[src/design/cpmc_regs.vh]
// Purpose: constants for the clock and power mode controller
// Assumes: apb register map, 32-bit words, 250 MHz core clock
// Notes:   timing counts derived from times in microseconds
`ifndef CPMC_REGS_VH
`define CPMC_REGS_VH

// ------------------------------------------------------------
// register map
// ------------------------------------------------------------
`define CPMC_OFF_MODE      12'h000
`define CPMC_OFF_STATUS    12'h004
`define CPMC_OFF_CONFIG    12'h008

// ------------------------------------------------------------
// field positions
// ------------------------------------------------------------
`define CPMC_MODE_SEL      0
`define CPMC_MODE_STOP     1
`define CPMC_MODE_PM_LO    2
`define CPMC_MODE_PM_HI    3
`define CPMC_MODE_T0LCK    4
`define CPMC_ST_PDN        3
`define CPMC_ST_TON        4

// ------------------------------------------------------------
// reset values and encodings
// ------------------------------------------------------------
`define CPMC_MODE_RST      8'h00
`define CPMC_PM_RUN        2'h0
`define CPMC_PM_HALT       2'h1
`define CPMC_PM_STBY       2'h2

// ------------------------------------------------------------
// timing
// ------------------------------------------------------------
`define CPMC_CLK_MHZ       250
`define CPMC_SETTLE_CYC    16
`define CPMC_PWRUP_140U_US 140
`define CPMC_PWRUP_4M5_US  4500
`define CPMC_PWRUP_18M_US  18000
`define CPMC_PWRUP_72M_US  72000
`define CPMC_PWRUP_288M_US 288000

`endif

[src/design/cpmc_top.v]
// Purpose: clock source select, operating modes, wake-up and reset sequencing
// Assumes: oscillator clocks arrive as synchronous enables at core_clk
// Notes:   apb slave, single clock domain, no interrupt logic of its own
`timescale 1ns/1ps
`include "cpmc_regs.vh"

module cpmc_top #(
  parameter integer PWRUP_140U_CYC = `CPMC_PWRUP_140U_US * `CPMC_CLK_MHZ,
  parameter integer PWRUP_4M5_CYC  = `CPMC_PWRUP_4M5_US * `CPMC_CLK_MHZ,
  parameter integer PWRUP_18M_CYC  = `CPMC_PWRUP_18M_US * `CPMC_CLK_MHZ,
  parameter integer PWRUP_72M_CYC  = `CPMC_PWRUP_72M_US * `CPMC_CLK_MHZ,
  parameter integer PWRUP_288M_CYC = `CPMC_PWRUP_288M_US * `CPMC_CLK_MHZ,
  parameter integer SETTLE_CYC     = `CPMC_SETTLE_CYC
) (
  input  wire        core_clk,
  input  wire        rstn,
  input  wire        clk_en,
  input  wire        psel,
  input  wire        penable,
  input  wire        pwrite,
  input  wire [11:0] paddr,
  input  wire [31:0] pwdata,
  input  wire [3:0]  pstrb,
  output wire        pready,
  output reg  [31:0] prdata,
  output wire        pslverr,
  input  wire        fast_osc_tick,
  input  wire        slow_osc_tick,
  input  wire        cfg_inst_div4,
  input  wire [2:0]  cfg_fast_freq,
  input  wire        cfg_startup_fast,
  input  wire [2:0]  cfg_pwrup_sel,
  input  wire        cfg_t0_slow_src,
  input  wire        cfg_wdt_reset,
  input  wire        por_event,
  input  wire        low_supply_reset,
  input  wire        ext_reset_pin_n,
  input  wire        wdt_timeout,
  input  wire        sleep_op,
  input  wire        watchdog_clear_op,
  input  wire        global_irq_allow,
  input  wire        timer0_ovf,
  input  wire        timer1_unf,
  input  wire        portb_change,
  input  wire        ext_pin_irq,
  input  wire        lvd_irq,
  output reg         fast_osc_en,
  output reg         slow_osc_en,
  output reg  [2:0]  fast_freq_sel,
  output reg         sys_clk_fast,
  output reg         inst_tick,
  output reg         cpu_run,
  output reg         periph_en,
  output reg         timer_en,
  output reg         timer0_slow_clk,
  output reg         wdt_clear,
  output reg         wake_vector,
  output reg         core_reset
);

  // ------------------------------------------------------------
  // states
  // ------------------------------------------------------------
  localparam [2:0] ST_RST   = 3'h0;
  localparam [2:0] ST_PWRUP = 3'h1;
  localparam [2:0] ST_OST   = 3'h2;
  localparam [2:0] ST_RUN   = 3'h3;
  localparam [2:0] ST_STBY  = 3'h4;
  localparam [2:0] ST_HALT  = 3'h5;
  localparam [2:0] ST_WAKE  = 3'h6;

  function [31:0] pwrup_cycles;
    input [2:0] sel;
    begin
      case (sel)
        3'h0:    pwrup_cycles = PWRUP_140U_CYC;
        3'h1:    pwrup_cycles = PWRUP_4M5_CYC;
        3'h2:    pwrup_cycles = PWRUP_18M_CYC;
        3'h3:    pwrup_cycles = PWRUP_72M_CYC;
        default: pwrup_cycles = PWRUP_288M_CYC;
      endcase
    end
  endfunction

  // ------------------------------------------------------------
  // reset release
  // ------------------------------------------------------------
  reg rst_s1_q;
  reg rst_s2_q;
  wire rst_n = rst_s2_q;

  always @(posedge core_clk or negedge rstn) begin
    if (!rstn) begin
      rst_s1_q <= 1'b0;
      rst_s2_q <= 1'b0;
    end else begin
      rst_s1_q <= 1'b1;
      rst_s2_q <= rst_s1_q;
    end
  end

  // ------------------------------------------------------------
  // registers and state
  // ------------------------------------------------------------
  reg  [7:0]  mode_q;
  reg         to_n_q;
  reg         pd_n_q;
  reg  [2:0]  st_q;
  reg  [31:0] cnt_q;
  reg         sel_fast_q;
  reg         in_halt_q;
  reg         flags_init_q;
  reg         gie_sleep_q;

  wire wr_acc = psel && penable && pwrite;
  wire wr_mode = wr_acc && (paddr == `CPMC_OFF_MODE) && pstrb[0];
  wire [1:0] pm_wr = pwdata[`CPMC_MODE_PM_HI:`CPMC_MODE_PM_LO];
  wire reset_evt = por_event || low_supply_reset || !ext_reset_pin_n ||
                   (wdt_timeout && cfg_wdt_reset);
  wire stby_wake = timer0_ovf || timer1_unf || wdt_timeout ||
                   portb_change || ext_pin_irq || lvd_irq;
  wire halt_wake = wdt_timeout || portb_change || ext_pin_irq;
  wire sys_tick = sel_fast_q ? fast_osc_tick : slow_osc_tick;
  wire running = (st_q == ST_RUN);
  wire go_halt = running && (sleep_op || (wr_mode && pm_wr == `CPMC_PM_HALT));
  wire go_stby = running && wr_mode && pm_wr == `CPMC_PM_STBY;

  assign pready  = 1'b1;
  assign pslverr = 1'b0;

  // ------------------------------------------------------------
  // mode register and sequencer
  // ------------------------------------------------------------
  always @(posedge core_clk or negedge rst_n) begin
    if (!rst_n) begin
      mode_q       <= `CPMC_MODE_RST;
      st_q         <= ST_RST;
      cnt_q        <= 32'h0;
      in_halt_q    <= 1'b0;
      gie_sleep_q  <= 1'b0;
      flags_init_q <= 1'b0;
      to_n_q       <= 1'b1;
      pd_n_q       <= 1'b1;
    end else if (clk_en) begin
      if (!flags_init_q) begin
        flags_init_q <= 1'b1; // first power-on: both flags high
      end
      if (reset_evt) begin
        st_q   <= ST_RST;
        mode_q <= `CPMC_MODE_RST;
        cnt_q  <= 32'h0;
        if (por_event || low_supply_reset) begin
          to_n_q <= 1'b1;
          pd_n_q <= 1'b1;
        end else if (!ext_reset_pin_n) begin
          if (in_halt_q) begin
            to_n_q <= 1'b1;
            pd_n_q <= 1'b1;
          end
        end else begin
          to_n_q <= 1'b0;
          pd_n_q <= !in_halt_q;
        end
        in_halt_q <= 1'b0;
      end else begin
        if (wr_mode && st_q != ST_RST && st_q != ST_PWRUP && st_q != ST_OST) begin
          mode_q <= {pwdata[7:4], 2'b00, pwdata[1:0]};
        end
        if (watchdog_clear_op) begin
          to_n_q <= 1'b1;
          pd_n_q <= 1'b1;
        end
        if (wdt_timeout && !cfg_wdt_reset) begin
          to_n_q <= 1'b0;
        end
        case (st_q)
          ST_RST: begin
            st_q  <= ST_PWRUP;
            cnt_q <= pwrup_cycles(cfg_pwrup_sel);
          end
          ST_PWRUP: begin
            if (cnt_q <= 32'h1) begin
              st_q  <= ST_OST;
              cnt_q <= SETTLE_CYC;
            end else begin
              cnt_q <= cnt_q - 32'h1;
            end
          end
          ST_OST: begin
            if (sys_tick) begin
              if (cnt_q <= 32'h1) begin
                st_q <= ST_RUN;
                mode_q[`CPMC_MODE_SEL] <= cfg_startup_fast;
              end else begin
                cnt_q <= cnt_q - 32'h1;
              end
            end
          end
          ST_RUN: begin
            if (go_halt) begin
              st_q        <= ST_HALT;
              in_halt_q   <= 1'b1;
              pd_n_q      <= 1'b0;
              to_n_q      <= 1'b1;
              gie_sleep_q <= global_irq_allow;
            end else if (go_stby) begin
              st_q        <= ST_STBY;
              gie_sleep_q <= global_irq_allow;
            end
          end
          ST_STBY: begin
            if (stby_wake) begin
              st_q <= ST_RUN;
            end
          end
          ST_HALT: begin
            if (halt_wake) begin
              st_q      <= ST_WAKE;
              cnt_q     <= SETTLE_CYC;
              in_halt_q <= 1'b0;
            end
          end
          ST_WAKE: begin
            if (sys_tick) begin
              if (cnt_q <= 32'h1) begin
                st_q <= ST_RUN;
              end else begin
                cnt_q <= cnt_q - 32'h1;
              end
            end
          end
          default: st_q <= ST_RST;
        endcase
      end
    end
  end

  // ------------------------------------------------------------
  // glitch-free source switch and instruction divider
  // ------------------------------------------------------------
  // switch only on a tick of the current source so no short system period is issued
  reg [1:0] div_q;

  always @(posedge core_clk or negedge rst_n) begin
    if (!rst_n) begin
      sel_fast_q <= 1'b0;
      div_q      <= 2'h0;
      inst_tick  <= 1'b0;
    end else if (clk_en) begin
      inst_tick <= 1'b0;
      if (sys_tick) begin
        if (sel_fast_q != mode_q[`CPMC_MODE_SEL]) begin
          sel_fast_q <= mode_q[`CPMC_MODE_SEL];
          div_q      <= 2'h0;
        end else begin
          div_q <= div_q + 2'h1;
          if (cpu_run && (cfg_inst_div4 ? (div_q == 2'h3) : div_q[0])) begin
            inst_tick <= 1'b1;
          end
        end
      end
    end
  end

  // ------------------------------------------------------------
  // outputs
  // ------------------------------------------------------------
  always @(posedge core_clk or negedge rst_n) begin
    if (!rst_n) begin
      fast_osc_en     <= 1'b1;
      slow_osc_en     <= 1'b1;
      fast_freq_sel   <= 3'h0;
      sys_clk_fast    <= 1'b0;
      cpu_run         <= 1'b0;
      periph_en       <= 1'b0;
      timer_en        <= 1'b0;
      timer0_slow_clk <= 1'b0;
      wdt_clear       <= 1'b0;
      wake_vector     <= 1'b0;
      core_reset      <= 1'b1;
    end else if (clk_en) begin
      fast_freq_sel   <= cfg_fast_freq;
      // a stop request is honoured only once slow is really selected
      fast_osc_en     <= (st_q != ST_HALT) &&
                         !(mode_q[`CPMC_MODE_STOP] && !sel_fast_q);
      slow_osc_en     <= (st_q != ST_HALT);
      sys_clk_fast    <= sel_fast_q;
      cpu_run         <= running && !go_halt && !go_stby;
      periph_en       <= running || st_q == ST_STBY;
      timer_en        <= st_q != ST_HALT && st_q != ST_WAKE;
      timer0_slow_clk <= mode_q[`CPMC_MODE_T0LCK] && cfg_t0_slow_src &&
                         slow_osc_tick;
      wdt_clear       <= go_halt || watchdog_clear_op;
      wake_vector     <= gie_sleep_q &&
                         ((st_q == ST_STBY && stby_wake) ||
                          (st_q == ST_WAKE && sys_tick && cnt_q <= 32'h1));
      core_reset      <= st_q == ST_RST || st_q == ST_PWRUP || st_q == ST_OST;
    end
  end

  // ------------------------------------------------------------
  // read data
  // ------------------------------------------------------------
  always @(posedge core_clk or negedge rst_n) begin
    if (!rst_n) begin
      prdata <= 32'h0;
    end else if (psel && !penable && !pwrite) begin
      case (paddr)
        `CPMC_OFF_MODE: begin
          prdata <= {24'h0, mode_q[7:4],
                     (st_q == ST_STBY) ? `CPMC_PM_STBY : `CPMC_PM_RUN, mode_q[1:0]};
        end
        `CPMC_OFF_STATUS: begin
          prdata <= {27'h0, to_n_q, pd_n_q, st_q};
        end
        `CPMC_OFF_CONFIG: begin
          prdata <= {24'h0, cfg_inst_div4, cfg_pwrup_sel, cfg_startup_fast,
                     cfg_fast_freq};
        end
        default: prdata <= 32'h0;
      endcase
    end
  end

endmodule // cpmc_top

[config.mk]
export PLATFORM = sky130hd
export DESIGN_NAME = cpmc_top
export DESIGN_NICKNAME = d
export VERILOG_FILES = /design/src/design/cpmc_top.v
export VERILOG_INCLUDE_DIRS = /design/src /design/src/design
export SDC_FILE = /design/constraint.sdc
export NUM_CORES = 1
export LEC_CHECK = 0
export ABC_AREA = 1
export BUFFER_PORTS_ARGS = -buffer_cell sky130_fd_sc_hd__buf_2
export CORE_UTILIZATION = 54
export DETAILED_ROUTE_END_ITERATION = 7
export PLACE_DENSITY = 0.87
export RECOVER_POWER = 100
export REMOVE_ABC_BUFFERS = 1
export SLEW_MARGIN = 20
export SYNTH_ARGS = -nofsm -noshare
export SYNTH_HDL_FRONTEND = slang
export SYNTH_SLANG_ARGS = --single-unit
[constraint.sdc]
create_clock -name core_clk -period 2.9 [get_ports core_clk]
set_input_delay 0.435 -clock core_clk [delete_from_list [all_inputs] [get_ports core_clk]]
set_output_delay 0.435 -clock core_clk [all_outputs]
set_load 0.02 [all_outputs]
==> flow_summary.json <==
{
  "status": "completed",
  "yosysUniqueCellTypes": 46,
  "setup_violations": 0,
  "cp-start-kind": "register",
  "wirelength_um": 12200,
  "drt_iter0_markers": 322,
  "hp-class": "input pin to register",
  "async_flop_share_pct": 100,
  "whs_path_depth": 3,
  "r2r_cells": 13,
  "vias_per_cell": 5.31,
  "netlist_area_um2": 5070,
  "rsz0062_at_grt": "no",
  "synth_edf_count": 0,
  "post_route_cells_drive_above_1_share_pct": 14.8,
  "grt_max_degree": 36,
  "total_power_mw": 2.87,
  "path_max_fanout": 15,
  "yosysMostFrequentCell": "nand2_1",
  "yosys_register_bits": 72,
  "coreArea_um2": 8890,
  "synth_top_cell_area_share_pct": 33.1,
  "start_util_pct": 57.0,
  "cts_sinks": 72,
  "cts_tree": "done",
  "grt_pass1_wl_um": 21000,
  "cts.reportedPaths.clkPinSlew_ns": 0.09,
  "yosys-top-cells-area": "dfrtp_1 (33%), nand2_1 (17%), nor2_1 (6.7%)",
  "maxCapViolations": 0,
  "die_area_um2": 9780,
  "place.gp.congestion": 0.937,
  "grt_pass1_vias": 4704,
  "arrival_ns": 2.50,
  "dieHeight_um": 98.9,
  "vdd_drop_max_mv": 0.287,
  "antenna_found_initial": 0,
  "synth-main-ff-cell": "dfrtp_1",
  "finalCritPeriodShare_pct": 77.8,
  "reg2reg_from": "cnt_q[0]",
  "pin_count": 126,
  "finClkSkew_ns": 0.0113,
  "syn-instance-count": 736,
  "fin_tns_setup_ns": 0,
  "cts-root-buf": "clkbuf_8",
  "port_buffers": 72,
  "p_leak_nw": 3.03,
  "ant_nets": 0,
  "grt_overflow_total": 0,
  "worst_ep_required_time_ns": 3.14,
  "areaGrowthSynthToFinish_pct": 10.2,
  "cp-end-kind": "register",
  "r2r-end": "cnt_q[15]",
  "dr.pass1.iters": 5,
  "ys_seq_area_share_pct": 35.7,
  "worstMarginPinSlew_ns": 0.973,
  "cts.path.max_buffers": 2,
  "slew_violations": 0,
  "synth_area_per_cell_um2": 6.89,
  "synth_area_leader_cell": "dfrtp_1",
  "cts_resized": 0,
  "hold_violations": 0,
  "path_class": "register to register",
  "whs_ns": 0.304,
  "synth_common_cells": "nand2_1 (231), nor2_1 (90), inv_1 (78)",
  "grtUsageTotal_pct": 26.7,
  "min_to": "fast_freq_sel[2]",
  "drc": 0,
  "n_antenna_cell": 0,
  "power_density_nw_per_um2": 514,
  "ff2ff_setup_slack_ns": 0.64,
  "wire_per_inst_um": 13.2,
  "htreeDepth": 3,
  "yosys_warnings": 0,
  "vias": 4920,
  "slew_headroom_pct": 35.2,
  "worstSkewPairLatency_ns": 0.36,
  "post-route-min-period_ns": 2.26,
  "place_hpwl_um": 9140,
  "dieWidth_um": 98.9,
  "holdCritStartpoint": "cfg_fast_freq[2]",
  "rows": 34,
  "cts_buffers": 9,
  "layout.nets": 894,
  "clock.fmax_ghz": 0.443
}
[cell type report]
class | count | area (um2)
clock buffers | 10 | 138
clock inverters | 6 | 90.1
fillers | 796 | 3300
inverters | 91 | 345
multi-input cells | 561 | 2700
flip-flops and latches | 72 | 1810
well taps | 108 | 135
repair buffers | 78 | 372
[cell families after synthesis]
kind of cell               synth area share, %
buffers and inverters                     12.2
other                                    0.148
AOI/OAI and AO/OA                         7.58
and+or+nand+nor                           41.2
DFF                                       35.7
xor gates and xnor gates                  2.42
adders and majority gates                0.741
[where the power goes]
| part | total [mW] | switching (mW) | internal, mW |
|---|---|---|---|
| combinational | 0.810 | 0.544 | 0.265 |
| sequential | 1.14 | 0.0642 | 1.07 |
| clock | 0.926 | 0.413 | 0.513 |
| total | 2.87 | 1.02 | 1.85 |
[worst max-delay path by stage]
stage                start  depth (start not counted)   endpoint
3_3_place_gp   wdt_timeout                         12  cnt_q[30]
4_1_cts           cnt_q[0]                         14  cnt_q[31]
5_1_grt           cnt_q[0]                         13   cnt_q[3]
3_5_place_dp   wdt_timeout                         12  cnt_q[28]
6_report          cnt_q[0]                         13  cnt_q[15]
2_1_floorplan        rst_n                          0   cnt_q[0]
[flip-flops by register name, summed over array words and instances (netlist names), 2 cells and up]
register	flops
fast_freq_sel	3
st_q	3
mode_q	6
cnt_q	32
prdata	8
div_q	2
[metrics by stage]
| stage | instance area, um2 | setup slack, ns | instances | util (%) |
|---|---|---|---|---|
| 2_1_floorplan | 4890 | 0.755 | 724 | - |
| 3_3_place_gp | 5420 | 0.903 | 909 | 61.0 |
| 3_5_place_dp | 5420 | 0.888 | 909 | 61.0 |
| 4_1_cts | 5660 | 0.902 | 926 | 63.7 |
| 5_1_grt | 5590 | 0.398 | 926 | 62.8 |
| 6_report | 5590 | 0.643 | 926 | 62.8 |
[worst max-delay path, cell delays in order, from the launching register on]
cell and delay [ns]:
dfrtp_1 0.40, inv_1 0.10, ha_1 0.23, nor2_1 0.06
nor2_1 0.10, nand2_1 0.06, nor2_1 0.19, nand2_4 0.10
nand2_4 0.09, nand2_8 0.10, nand3_1 0.37, inv_2 0.16
nand2_1 0.11, o21ai_0 0.08
[per-layer routing]
metal,up-vias,track usage [%],wire length (um)
met2,213,44.0,5720
met3,34,5.96,833
met4,0,10.6,316
li1,2440,-,-
met1,2233,34.2,5330
met5,-,0,0
[placed cells by master, fill, tap and decap left out, types with 21 or more instances in the layout]
cell type / netlist / final
conb_1: 2 / 27
nand2_1: 231 / 233
inv_1: 78 / 82
clkbuf_1: 5 / 25
dfrtp_1: 67 / 67
nand3_1: 59 / 60
buf_2: 0 / 48
nand4_1: 21 / 21
o21ai_0: 26 / 29
nor2_1: 90 / 91
[what timing repair did]
action,4_1_cts,5_1_grt
setup buffers,0,0
hold buffers,1,0
endpoints found under the hold margin,2,0
No activity file was read; power rests on OpenSTA's default activity.
